## src/shared/snr_map.svh

```systemverilog
// Purpose: constants of the nibble-link receiver
// Assumes: 40 MHz sys_clk
// Notes:   bit positions refer to the control_one word
`ifndef SNR_MAP_SVH
`define SNR_MAP_SVH

// ------------------------------------------------------------
// control_one fields
// ------------------------------------------------------------
`define SNR_ON_BIT      15
`define SNR_RCV_BIT     11
`define SNR_CRC_BIT     8
`define SNR_PPP_BIT     7
`define SNR_NIB_MSB     2
`define SNR_NIB_LSB     0

// ------------------------------------------------------------
// widths, timing and check values
// ------------------------------------------------------------
`define SNR_CNT_W       16
`define SNR_TICK_W      8
`define SNR_SYNC_SHIFT  4'h3
`define SNR_NIB_MIN     8'h0c
`define SNR_NIB_MAX     8'h1b
`define SNR_NIB_LO      3'h1
`define SNR_NIB_HI      3'h6
`define SNR_CRC_SEED    4'h5
`define SNR_CRC_POLY    4'hd

`endif

```

## src/shared/snr_pkg.sv

```systemverilog
// Purpose: types of the nibble-link receiver
// Assumes: snr_map.svh holds the numbers
// Notes:   none
package snr_pkg;

    typedef enum logic [1:0] {
        ST_IDLE,
        ST_HUNT,
        ST_DATA,
        ST_PAUSE
    } snr_state_t;

    typedef struct packed {
        logic [15:0] frame_data_high;
        logic [15:0] frame_data_low;
    } snr_frame_t;

endpackage

```

## src/logic/snr_receiver.sv

```systemverilog
// Purpose: receive side of a single-edge nibble link
// Assumes: sensor drives falling-edge coded frames on line_in
// Notes:   frame word is right justified, status nibble first
//
// How it works
// - runs as receiver only while bit 15 and receive_select bit 11 are both one
// - edge spacing inside 16-bit lower and upper limits starts a frame
// - accepted sync length stored, tick period derived from it
// - later intervals checked against nibble width, data stored high/low
// - a completion pulse marks each complete message that does not fail the hardware CRC check
// - bits 2 to 0 give one to six data nibbles per frame
// - bit 8 picks hardware CRC check or leaves it to software
// - bit 7 set means a pause pulse follows and is expected
`include "snr_map.svh"
module snr_receiver
    import snr_pkg::*;
(
    // clock and reset
    input  wire logic                  sys_clk,
    input  wire logic                  rst,
    // sensor line
    input  wire logic                  line_in,
    // configuration
    input  wire logic [15:0]           control_one,
    input  wire logic [`SNR_CNT_W-1:0] upper_limit_reg,
    input  wire logic [`SNR_CNT_W-1:0] lower_limit_reg,
    // results
    output logic [`SNR_CNT_W-1:0]      sync_capture,
    output logic [`SNR_CNT_W-1:0]      tick_period,
    output snr_frame_t                 frame_data_high_low,
    output logic                       message_done,
    output logic                       nibble_error,
    output logic                       crc_error,
    output logic                       frame_active
);
    localparam logic [`SNR_CNT_W-1:0] CNT_MAX = '1;
    localparam logic [`SNR_TICK_W-1:0] TICK_MAX = '1;

    logic       fall;
    logic       enable;
    logic       hw_crc;
    logic       pause_on;
    logic [2:0] nib_n;
    logic [2:0] last_idx;

    snr_state_t             state;
    snr_state_t             next_state;
    logic [`SNR_CNT_W-1:0]  ivl;
    logic [`SNR_CNT_W-1:0]  next_ivl;
    logic [`SNR_CNT_W-1:0]  phase;
    logic [`SNR_CNT_W-1:0]  next_phase;
    logic [`SNR_TICK_W-1:0] ticks;
    logic [`SNR_TICK_W-1:0] next_ticks;
    logic [2:0]             nib_idx;
    logic [2:0]             next_nib_idx;
    logic [27:0]            shift;
    logic [27:0]            next_shift;
    logic [3:0]             crc;
    logic [3:0]             next_crc;
    logic [3:0]             val;
    logic [3:0]             crc_final;
    logic                   nib_ok;
    logic                   sync_ok;
    logic [`SNR_CNT_W-1:0]  next_sync_capture;
    logic [`SNR_CNT_W-1:0]  next_tick_period;
    logic [`SNR_CNT_W-1:0]  tick_raw;
    snr_frame_t             next_frame;
    logic                   next_done;
    logic                   next_nib_err;
    logic                   next_crc_err;

    snr_edge_sync u_edge (
        .sys_clk (sys_clk),
        .rst     (rst),
        .line_in (line_in),
        .fall    (fall)
    );

    // ------------------------------------------------------------
    // crc step, augmented division one nibble at a time
    // ------------------------------------------------------------
    function automatic logic [3:0] crc_step(input logic [3:0] c,
                                            input logic [3:0] n);
        logic [3:0] r;
        logic       fb;
        r = c;
        for (int i = 3; i >= 0; i--) begin
            fb = r[3];
            r  = {r[2:0], n[i]};
            if (fb) begin
                r = r ^ `SNR_CRC_POLY;
            end
        end
        return r;
    endfunction

    // ------------------------------------------------------------
    // configuration decode
    // ------------------------------------------------------------
    always_comb begin
        enable   = control_one[`SNR_ON_BIT] & control_one[`SNR_RCV_BIT];
        hw_crc   = control_one[`SNR_CRC_BIT];
        pause_on = control_one[`SNR_PPP_BIT];
        nib_n    = control_one[`SNR_NIB_MSB:`SNR_NIB_LSB];
        if (nib_n < `SNR_NIB_LO) begin
            nib_n = `SNR_NIB_LO;
        end else if (nib_n > `SNR_NIB_HI) begin
            nib_n = `SNR_NIB_HI;
        end
        last_idx = nib_n + 3'h1;
    end

    // ------------------------------------------------------------
    // receive engine
    // ------------------------------------------------------------
    always_comb begin
        next_state        = state;
        next_ivl          = (ivl == CNT_MAX) ? ivl : ivl + 1'b1;
        next_phase        = phase + 1'b1;
        next_ticks        = ticks;
        next_nib_idx      = nib_idx;
        next_shift        = shift;
        next_crc          = crc;
        next_sync_capture = sync_capture;
        next_tick_period  = tick_period;
        next_frame        = frame_data_high_low;
        next_done         = 1'b0;
        next_nib_err      = 1'b0;
        next_crc_err      = 1'b0;
        tick_raw          = ivl >> `SNR_SYNC_SHIFT;
        sync_ok = (ivl >= lower_limit_reg) && (ivl <= upper_limit_reg);
        nib_ok  = (ticks >= `SNR_NIB_MIN) && (ticks <= `SNR_NIB_MAX);
        val       = 4'(ticks - `SNR_NIB_MIN);
        crc_final = crc_step(crc, 4'h0);
        if (phase >= tick_period - 1'b1) begin
            next_phase = '0;
            next_ticks = (ticks == TICK_MAX) ? ticks : ticks + 1'b1;
        end
        if (fall) begin
            next_ivl   = {{(`SNR_CNT_W-1){1'b0}}, 1'b1};
            next_phase = tick_period >> 1;
            next_ticks = '0;
        end
        unique case (state)
            ST_IDLE: begin
                if (fall) begin
                    next_state = ST_HUNT;
                end
            end
            ST_HUNT: begin
                if (fall && sync_ok) begin
                    next_state        = ST_DATA;
                    next_sync_capture = ivl;
                    next_tick_period  = (tick_raw == '0) ?
                        {{(`SNR_CNT_W-1){1'b0}}, 1'b1} : tick_raw;
                    next_phase        = next_tick_period >> 1;
                    next_nib_idx      = 3'h0;
                    next_shift        = '0;
                    next_crc          = `SNR_CRC_SEED;
                end
            end
            ST_DATA: begin
                if (fall && !nib_ok) begin
                    next_state   = ST_HUNT;
                    next_nib_err = 1'b1;
                end else if (fall && nib_idx == last_idx) begin
                    if (hw_crc && crc_final != val) begin
                        next_state   = ST_HUNT;
                        next_crc_err = 1'b1;
                    end else begin
                        next_state = pause_on ? ST_PAUSE : ST_HUNT;
                        next_frame = {shift, val};
                        next_done  = 1'b1;
                    end
                end else if (fall) begin
                    next_nib_idx = nib_idx + 3'h1;
                    next_shift   = {shift[23:0], val};
                    if (nib_idx != 3'h0) begin
                        next_crc = crc_step(crc, val);
                    end
                end
            end
            ST_PAUSE: begin
                if (fall) begin
                    next_state = ST_HUNT;
                end
            end
        endcase
        if (!enable) begin
            next_state = ST_IDLE;
        end
    end

    always_ff @(posedge sys_clk or posedge rst) begin
        if (rst) begin
            state               <= ST_IDLE;
            ivl                 <= '0;
            phase               <= '0;
            ticks               <= '0;
            nib_idx             <= '0;
            shift               <= '0;
            crc                 <= `SNR_CRC_SEED;
            sync_capture        <= '0;
            tick_period         <= {{(`SNR_CNT_W-1){1'b0}}, 1'b1};
            frame_data_high_low <= '0;
            message_done        <= 1'b0;
            nibble_error        <= 1'b0;
            crc_error           <= 1'b0;
            frame_active        <= 1'b0;
        end else begin
            state               <= next_state;
            ivl                 <= next_ivl;
            phase               <= next_phase;
            ticks               <= next_ticks;
            nib_idx             <= next_nib_idx;
            shift               <= next_shift;
            crc                 <= next_crc;
            sync_capture        <= next_sync_capture;
            tick_period         <= next_tick_period;
            frame_data_high_low <= next_frame;
            message_done        <= next_done;
            nibble_error        <= next_nib_err;
            crc_error           <= next_crc_err;
            frame_active        <= (next_state == ST_DATA);
        end
    end

    // ------------------------------------------------------------
    // checks
    // ------------------------------------------------------------
    chk_off_idle: assert property (@(posedge sys_clk) disable iff (rst)
        !enable |=> state == ST_IDLE)
        else $error("engine active while receiver disabled");
    chk_sync_accept: assert property (@(posedge sys_clk) disable iff (rst)
        state == ST_HUNT && fall && sync_ok && enable
        |=> state == ST_DATA && sync_capture == $past(ivl))
        else $error("valid sync not accepted or captured");
    chk_sync_reject: assert property (@(posedge sys_clk) disable iff (rst)
        state == ST_HUNT && fall && !sync_ok
        |=> $stable(sync_capture) && !message_done && state != ST_DATA)
        else $error("out-of-limit interval taken as sync");
    chk_tick_derive: assert property (@(posedge sys_clk) disable iff (rst)
        $rose(frame_active)
        |-> tick_period == ((sync_capture >> 3) == 0 ? 1 : sync_capture >> 3))
        else $error("tick period not derived from sync");
    chk_nibble_range: assert property (@(posedge sys_clk) disable iff (rst)
        nibble_error |-> $past(ticks) < `SNR_NIB_MIN
        || $past(ticks) > `SNR_NIB_MAX)
        else $error("nibble error on a valid width");
    chk_done_count: assert property (@(posedge sys_clk) disable iff (rst)
        message_done |-> $past(nib_idx) == $past(last_idx)
        && $past(state) == ST_DATA && $past(fall))
        else $error("completion without full frame");
    chk_pause_wait: assert property (@(posedge sys_clk) disable iff (rst)
        message_done && $past(pause_on) && $past(enable)
        |-> state == ST_PAUSE)
        else $error("pause pulse not expected");
    chk_crc_gate: assert property (@(posedge sys_clk) disable iff (rst)
        crc_error |-> $past(hw_crc) && !message_done)
        else $error("crc error raised with software crc");
endmodule

```

## src/logic/snr_edge_sync.sv

```systemverilog
// Purpose: synchronise the line and flag its falling edges
// Assumes: line is asynchronous to sys_clk
// Notes:   a level counts once stages two and three agree
`include "snr_map.svh"
module snr_edge_sync
    import snr_pkg::*;
(
    // clock and reset
    input  wire logic sys_clk,
    input  wire logic rst,
    // line and event
    input  wire logic line_in,
    output logic      fall
);
    logic sync_a;
    logic sync_b;
    logic sync_c;
    logic level;
    logic next_level;
    logic next_fall;

    // ------------------------------------------------------------
    // settled level and edge
    // ------------------------------------------------------------
    always_comb begin
        next_level = (sync_b == sync_c) ? sync_c : level;
        next_fall  = level & (sync_b == sync_c) & ~sync_c;
    end

    always_ff @(posedge sys_clk or posedge rst) begin
        if (rst) begin
            sync_a <= 1'b1;
            sync_b <= 1'b1;
            sync_c <= 1'b1;
            level  <= 1'b1;
            fall   <= 1'b0;
        end else begin
            sync_a <= line_in;
            sync_b <= sync_a;
            sync_c <= sync_b;
            level  <= next_level;
            fall   <= next_fall;
        end
    end
endmodule

```

## config.mk

```make
export PLATFORM = sky130hd
export DESIGN_NAME = snr_receiver
export DESIGN_NICKNAME = d
export VERILOG_FILES = /design/src/shared/snr_pkg.sv /design/src/logic/snr_receiver.sv /design/src/logic/snr_edge_sync.sv
export VERILOG_INCLUDE_DIRS = /design/src /design/src/shared
export SDC_FILE = /design/constraint.sdc
export NUM_CORES = 1
export LEC_CHECK = 0
export BUFFER_PORTS_ARGS = -buffer_cell sky130_fd_sc_hd__buf_2
export CAP_MARGIN = 20
export CORE_ASPECT_RATIO = 0.5
export CORE_MARGIN = 2
export CORE_UTILIZATION = 62
export CTS_CLUSTER_DIAMETER = 120
export DETAILED_ROUTE_END_ITERATION = 12
export PLACE_DENSITY = 0.86
export SETUP_SLACK_MARGIN = 0.05
export SYNTH_ARGS = -nofsm -noshare
export SYNTH_HDL_FRONTEND = slang
export SYNTH_SLANG_ARGS = --single-unit
```

## constraint.sdc

```tcl
create_clock -name sys_clk -period 7.4 [get_ports sys_clk]
set_input_delay 1.48 -clock sys_clk [delete_from_list [all_inputs] [get_ports sys_clk]]
set_output_delay 1.48 -clock sys_clk [all_outputs]
set_load 0.05 [all_outputs]
```

* Word-level counts from Yosys, hierarchy flattened
Index checks and enable logic that the tools add are counted.
Word-level totals: output and inout bits 68, bits in registers 150, bits of input ports 51
Cells by class: eq/ne operators 16, $lt $le $gt $ge 7, mux-type cells 69, add/sub/neg operators 7, reduce and logical (&&, ||, !) cells 18, bitwise gates (word level) 14
Operators with widths (count):
- two-way mux 28 bit | 4
- two-way mux 4 bit | 28
- two-way mux 16 bit | 6
- one-hot mux 28 bit (2 select lines) | 1
- adder 16 x 1 -> 16 bit, second input constant | 2
- greater-or-equal comparator 16 bit | 2
- two-way mux 8 bit | 3
- NOT 3 bit | 8
- two-way mux 3 bit | 6
- == test 16 bit, second input constant | 1
- <= comparator 16 bit | 1
- logical NOT 16 bit | 1
- subtractor 16 x 1 -> 16 bit, second input constant | 1
- two-way mux 2 bit | 7
- two-way mux 13 bit | 1
- two-way mux 1 bit | 10
- adder 8 x 1 -> 8 bit, second input constant | 1
- == test 8 bit, second input constant | 1
- greater-or-equal comparator 8 x 4 -> 1 bit, second input constant | 1
- <= comparator 8 x 5 -> 1 bit, second input constant | 1
- != test 2 bit, second input constant | 4
- one-hot mux 4 bit (2 select lines) | 1
- adder 3 x 1 -> 3 bit, second input constant | 2
- == test 2 bit, second input constant | 3
- 22 further kinds | 35

* Logic depth before layout (Yosys ltp)
Gate-level depths: netlist of run 1.
depth in word-level cells 30, depth in mapped cells 15, gate-level depth less buffers 14

* Cells and area by module
A second synthesis of run 1 with hierarchy kept.
Unflattened totals: cells, all modules 791, area, all modules 7966.4 µm²
Modules (own cells, without submodules):
- snr_receiver | cells an instance 783, times used 1, area each 7813.7 µm², seq. area each 3557.2 µm²
- snr_edge_sync | cells an instance 8, times used 1, area each 152.6 µm², seq. area each 130.1 µm²

* Worst setup path after synthesis of run 1
Ideal clock, no wire load.
path type register to register, from register tick_period[4], to register phase[14], setup slack 3.700 ns, data arrival time 3.616 ns, data required time 7.316 ns, stages on the path, launching flop included 14, setup time 0.084 ns, buffers on the path 1, path through dfrtp_1 nor4_1 nand2_1 or4_1 nor4_1 xnor2_1 ha_1 a21oi_1 o21ai_0 a2111oi_0 o211ai_1 a21oi_1 buf_4 a21boi_0
Between the ends: word-level cells in the longest chain between the ends 6
Ends and longest elaborated chain:
- from (decl) | line snr_receiver.sv:29 | output logic [`SNR_CNT_W-1:0] tick_period,
- from (signal assigned) | line snr_receiver.sv:204 | tick_period <= {{(`SNR_CNT_W-1){1'b0}}, 1'b1};
- from (signal assigned) | line snr_receiver.sv:219 | tick_period <= next_tick_period;
- subtractor 16 x 1 -> 16 bit * | line snr_receiver.sv:135 | if (phase >= tick_period - 1'b1) begin
- greater-or-equal comparator 16 bit * | line snr_receiver.sv:135
- two-way mux 16 bit * | line snr_receiver.sv:135
- two-way mux 16 bit * | line snr_receiver.sv:139 | if (fall) begin
- two-way mux 16 bit | line snr_receiver.sv:151 | if (fall && sync_ok) begin
- two-way mux 16 bit * | line snr_receiver.sv:144 | unique case (state)
- named net next_phase[14] | line snr_receiver.sv:51 | logic [`SNR_CNT_W-1:0] next_phase;
- to (signal assigned) | line snr_receiver.sv:213 | phase <= next_phase;
- to (decl) | line snr_receiver.sv:50 | logic [`SNR_CNT_W-1:0] phase;
Mark *: on every way through the listed nets, which the timed path passes. The rest lies on a longest branch. A chain may end at the register's enable or synchronous reset.

* Worst setup path after layout of run 1
Ends and elaborated chain as after synthesis.

==> reports/metrics.yaml, run 1 <==
grt_pass1_vias: 6331
clock_sinks: 147
muxShareOfSynthArea_pct: 6.878
ff2ff_path_depth: 13
cts-buffers-inserted: 17
start_kind: "flip-flop"
synth_simple_gate_area_share_pct: 12.46
hold_viol_final: 0
final_core_util_pct: 73.14
avgSynthCellArea_um2: 10.44
cts_setup_buffers: 0
ys_types: 64
n_fill_cell: 842
worst_slew_pin_slew_ns: 1.101
hold_depth: 0
start_util_pct: 63.85
portBuffers: 106
synth-compound-area-share_pct: 13.62
ys_ff_latch: 147
die-area_um2: 14100
vias_per_cell: 5.992
status: "finished, final reports clean"
synth-edff-count: 0
min_period_ns: 4.425
period_share_pct: 59.80
gp_congestion: 0.8992
async_flop_share_pct: 100.0
synth_warnings: 0
num_io_pins: 119
rsz0062_at_grt: "false"
area.growth.synth_to_final_pct: 14.56
fin_nets: 990
grt_overflow: 0
path_max_fanout: 9
dpl-instance-area_um2: 8698
post-dp-hpwl_mm: 12.52
cts_hold_buf: 0
p_leak_nw: 4.808
rows: 29
path_clk_slew_ns: 0.07
critPathMaxStageDelay_ns: 0.64
path_cells: "nor4_1 -> nand2_1 -> or4_1 -> nor4_1 -> xnor2_1 -> ha_1 -> a21oi_1 -> o21ai_0 -> a2111oi_0 -> o211ai_1 -> a21oi_1 -> buf_4 -> a21boi_0"
p_per_area_nw_per_um2: 216.1
grt_first_pass_wirelength_mm: 31.06
cap_violations: 0
vdd_drop_max_mv: 0.1358
clk_latency_ns: 0.43
drive_above_1_share_pct: 22.65
cp_data_arrival_time_ns: 4.77
final_antenna_net_count: 0
yosysTopAreaCell: "dfrtp_1"
core_area_um2: 12740
die_h_um: 84.98
finalMaxSlewViolations: 0
cts_resized: 0
tns_ns: 0
drc: 0
slowest_stage: "a2111oi_0"
dieWidth_um: 166.0
synth_fa_ha_area_share_pct: 9.478
synth_area_leaders: "dfrtp_1 (43%), ha_1 (9.2%), mux2_4 (5.0%)"
h-tree-depth: 4
clockBufferDepth: 2
dr.pass1.iters: 5
antenna_cells: 0
skew_ns: 0.01302
cp-end-kind: "flip-flop"
fmax_mhz: 226.0
setup_viol: 0
criticalPathCategory: "reg -> reg"
cts_root_buf: "clkbuf_16"
cts_tree: "yes"
antenna_found_initial: 0
synth_top_family_by_area: "compound AO/OA/AOI/OAI gates"
grt_util_all_layers_pct: 27.61
synth_top_area_share_pct: 43.08
drtIter0Drc: 548
required_ns: 7.75
grt_max_degree: 86
final_area_um2: 9315
hold_class: "reg -> reg"
wl_per_cell_um: 17.64
synth-xor-area-share_pct: 5.447
synth_flop_cell: "dfrtp_1"
ys_seq_area_share_pct: 45.35
num_vias: 6364
drt_wl_total_mm: 18.74
syn_inst: 779
relSlewSlack_pct: 26.61
synth_area_um2: 8132
-- Yosys cell counts, types with 11 or more instances --
master      n
xnor2_1    37
nand4_1    14
dfrtp_1   140
a211oi_1   13
o21ai_0    44
a21oi_1    22
nand3_1    45
nand2_1    32
mux2_4     27
xor2_1     11
clkbuf_1   14
ha_1       60
inv_1      87
mux2_2     11
a21o_1     22
nor2_1     48
-- final timing paths --
check                                    start       endpoint  slack, ns
worst min-delay path             u_edge.sync_a  u_edge.sync_b       0.37
worst max register to register  tick_period[4]      phase[14]       2.97
worst min register to register   u_edge.sync_a  u_edge.sync_b       0.37
max in group asynchronous                  rst  u_edge.sync_b       5.23
worst max-delay path            tick_period[4]      phase[14]       2.97
min in group asynchronous                  rst         ivl[1]       1.13
-- kinds of logic after synthesis --
group,Yosys count
AOI/OAI and AO/OA,158
xor gates and xnor gates,49
adders and majority gates,62
buffers and inverters,120
DFF,147
muxes,41
other,1
and+or+nand+nor,201
-- area by class of cell --
| cell class | count | area (um2) | area share (%) |
|---|---|---|---|
| clock buffers | 18 | 439.2 | 4.715 |
| well taps | 170 | 212.7 | 2.283 |
| multi-input cells | 514 | 3906 | 41.93 |
| repair buffers | 112 | 595.6 | 6.394 |
| clock inverters | 14 | 142.6 | 1.531 |
| inverters | 87 | 331.6 | 3.559 |
| flip-flops and latches | 147 | 3687 | 39.58 |
-- sequential cells by signal, summed over array words and instances, names as in the netlist --
name	cells
u_edge.fall	1
shift	28
u_edge.sync_a	1
crc_error	1
frame_data_high_low	32
state	2
nib_idx	3
frame_active	1
phase	16
u_edge.sync_c	1
message_done	1
nibble_error	1
u_edge.sync_b	1
crc	4
ticks	8
ivl	16
sync_capture	16
u_edge.level	1
tick_period	13
-- layout by cell type, fill, tap and decap left out, types with 6 or more instances in the layout --
cell / n
a211oi_1: 13
a21o_1: 22
a21oi_1: 22
a221o_1: 10
and3_1: 10
buf_2: 106
clkbuf_16: 17
dfrtp_1: 140
dfstp_2: 7
ha_1: 60
inv_1: 86
inv_6: 7
mux2_2: 11
mux2_4: 27
nand2_1: 32
nand2b_1: 6
nand3_1: 45
nand4_1: 14
nor2_1: 48
nor3_1: 9
nor4_1: 7
o21a_1: 6
o21ai_0: 44
o31ai_1: 6
or3_1: 6
xnor2_1: 37
xor2_1: 11
-- power by group --
part	leakage, nW	switching [W]	internal [W]
sequential	2.01	0.0000619	0.000832
combinational	2.51	0.000144	0.000107
clock	0.283	0.000384	0.000483
total	4.81	0.000590	0.00142
-- per-layer routing --
layer	vias to the layer above	routed length, um	track usage [%]
met5	-	0	0
met4	0	313	10.36
met3	33	1018	6.297
met2	192	9508	48.81
met1	3196	7896	33.68
li1	2943	-	-
-- per-stage QoR --
step | instances | total power [W] | hold slack, ns | setup slack (ns)
finish | 1062 | 0.002013 | 0.3675 | 2.975
global route | 1062 | 0.002084 | 0.3743 | 2.721
CTS | 1060 | 0.002012 | 0.3697 | 2.641
detailed placement | 1028 | 0.001151 | 0.3500 | 2.693
global placement | 1028 | 0.001132 | 0.3487 | 2.961
floorplan | 781 | 0.001074 | 0.3452 | 1.980
-- critical path, delay by kind of cell, from the launching register on --
kind	cells	cell delay [ns]
compound gates	6	1.95
simple gates	4	1.34
flops	1	0.45
buf+inv	1	0.27
fa+ha+maj	1	0.19
xor+xnor	1	0.13
Note: power is estimated with default switching activity, not from simulation.
==> inputs of run 2 (changes only) <==
Settings changed: CORE_UTILIZATION 62 to 58, PLACE_DENSITY 0.86 to 0.81.
Clock period 7.4 ns to 4.1 ns, I/O delays scaled along.
==> run 2 against run 1 <==
Against the previous run:
- clock skew is 0.0025 ns lower
- final cell count grew 2.8%
- sequential power is 80% higher
- non-clock buffer count grew 8
- worst hold slack got worse by 0.0077 ns
- power increased by 83%
- wire length decreased by 2.5%
- critical path depth rose by 1
- critical endpoint is now ticks[1]
==> reports/metrics.yaml, run 2 (synthesized netlist as in run 1, its figures left out) <==
cts_root_buf: "clkbuf_16"
wl_per_cell_um: 16.73  # -5.2%
area.growth.synth_to_final_pct: 16.40
ff2ff_path_depth: 14  # +1
p_per_area_nw_per_um2: 388.5  # +80%
cts-buffers-inserted: 17  # unchanged
path_max_fanout: 12  # +3
cp-end-kind: "flip-flop"
grt_overflow: 0  # unchanged
wl_met1_mm: 7.991  # +1.2%
regMostFlops: "frame_data_high_low"
min_period_ns: 3.828  # -0.5967 ns
hold_viol_final: 0  # unchanged
period_share_pct: 93.38  # +34 points
die_h_um: 87.73  # +3.2%
grt_max_degree: 82  # -4.7%
setup_slack_ns: 0.2716  # -2.703 ns
worst_slew_pin_slew_ns: 0.8398  # -0.2609 ns
drtIter0Drc: 410  # -25%
portBuffers: 106  # unchanged
dr.pass1.iters: 5  # unchanged
timing.rr.start: "tick_period[3]"
post-dp-hpwl_mm: 12.49  # -0.23%
dieWidth_um: 171.5  # +3.3%
dp_slack_ns: 0.02515  # -2.667 ns
slowest_stage: "a2111oi_2"
relSlewSlack_pct: 43.89  # +17 points
ff2ff_setup_slack_ns: 0.27  # -2.70 ns
criticalPathCategory: "reg -> reg"
die-area_um2: 15040  # +6.6%
h-tree-depth: 4  # unchanged
top_layer: "met4"
grt_util_all_layers_pct: 26.19  # -1.4 points
hold_class: "reg -> reg"
drive_above_1_share_pct: 23.67  # +1.0 points
drc: 0  # unchanged
cts_tree: "yes"
mostFrequentLayoutCells: "dfrtp_1 (140), buf_2 (106), inv_1 (86), ha_1 (60), nor2_1 (48)"
core_area_um2: 13630  # +7.0%
met3WireLength_mm: 1.060  # +4.1%
grt_first_pass_wirelength_mm: 30.57  # -1.6%
grt_pass1_vias: 6294  # -0.58%
r2r_end: "ticks[1]"
cp_data_arrival_time_ns: 4.14  # -0.63 ns
clk_latency_ns: 0.44  # about the same
start_util_pct: 59.68  # -4.2 points
path_cells: "nor4_2 -> nand2_1 -> or4_1 -> nor4_1 -> xnor2_1 -> ha_1 -> a21oi_1 -> o21ai_1 -> a2111oi_2 -> o211ai_1 -> o211ai_1 -> buf_4 -> mux2i_1 -> nor2_1"
antenna_cells: 0  # unchanged
path_clk_slew_ns: 0.07  # about the same
gp_congestion: 0.8736  # -2.8%
rsz0062_at_grt: "false"
finalMaxSlewViolations: 0  # unchanged
tns_ns: 0  # unchanged
antenna_found_initial: 0  # unchanged
final_common_cell: "dfrtp_1"
clock_sinks: 147  # unchanged
fin_cells: 1092  # +2.8%
total_power_w: 0.003678  # +83%
cp_common_cell: "o211ai_1"
setup_viol: 0  # unchanged
n_fill_cell: 1004  # +19%
hold_depth: 0  # unchanged
largest_register_ff_count: 32  # unchanged
fin_nets: 998  # +0.81%
status: "finished, final reports clean"
p_leak_nw: 4.865  # +1.2%
met2_length_mm: 8.870  # -6.7%
dpl.cell_count: 1059  # +3.0%
required_ns: 4.41  # -3.34 ns
final_antenna_net_count: 0  # unchanged
min-delay-start: "u_edge.sync_a"
holdPathEnd: "u_edge.sync_b"
cap_violations: 0  # unchanged
clockBufferDepth: 2  # unchanged
vias_per_cell: 5.736  # -4.3%
cts_hold_buf: 0  # unchanged
critPathMaxStageDelay_ns: 0.50  # -0.14 ns
start_kind: "flip-flop"
rows: 30  # +3.4%
num_vias: 6264  # -1.6%
skew_ns: 0.01056  # -0.002462 ns
vdd_drop_max_mv: 0.3397  # +150%
top_regs: "frame_data_high_low x32, shift x28"
drt_wl_total_mm: 18.27  # -2.5%
num_io_pins: 119  # unchanged
final_area_um2: 9465  # +1.6%
dpl-instance-area_um2: 8830  # +1.5%
fmax_mhz: 261.2  # +16%
[run 2: cell count changes in the layout (fill, tap and decap cells not counted), moves of 3 or more]
cell	before	now
buf_12	0	3
buf_4	5	11
inv_6	7	3
inv_8	2	6
[run 2: layout make-up]
class	count	area (um2)	area share, %
multi-input cells	514	3923	41.44
flip-flops and latches	147	3687	38.96
repair buffers	120	673.1	7.112
clock buffers	17	425.4	4.494
inverters	87	330.3	3.490
well taps	192	240.2	2.538
clock inverters	15	186.4	1.970
[run 2: how the worst max path moves through the flow]
stage,depth (start not counted),from,slack (ns),to
global route,14,tick_period[3],0.06,ticks[1]
CTS,14,tick_period[3],0.10,ticks[1]
detailed placement,14,tick_period[3],0.03,ticks[1]
finish,14,tick_period[3],0.27,ticks[1]
global placement,14,tick_period[3],0.24,ticks[1]
floorplan,13,tick_period[4],0.40,phase[14]
[run 2: what timing repair did]
action	CTS	global route
pin swaps	0	1
resized for setup	1	4
setup buffers	0	1
endpoints found under the setup margin	12	23
[run 2: per-stage QoR]
stage / utilization (%) / hold slack [ns]
after floorplan: - / 0.3452
after global placement: 64.80 / 0.3461
after detailed placement: 64.80 / 0.3520
after CTS: 69.30 / 0.3620
after global routing: 69.47 / 0.3642
final: 69.47 / 0.3599
[run 2: critical path, delay by kind of cell, from the launching register on]
kind                     cells  cell delay (ns)
AO/OA/AOI/OAI                5             1.26
XOR/XNOR                     1             0.12
adder cells (fa/ha/maj)      1             0.19
buffers and inverters        1             0.20
flip-flops                   1             0.47
multiplexers                 1             0.19
AND/OR/NAND/NOR              5             1.28
[run 2: metal layers]
metal / up-vias / track usage, %
li1: 2946 / -
met1: 3105 / 32.65
met2: 175 / 44.87
met3: 38 / 6.869
met4: 0 / 9.245
met5: - / 0
[run 2: report_power, final]
group	switching (W)	total, W	internal [W]	leakage (nW)
clock	0.000692	0.00162	0.000927	0.296
combinational	0.000250	0.000444	0.000194	2.56
sequential	0.000112	0.00161	0.00150	2.01
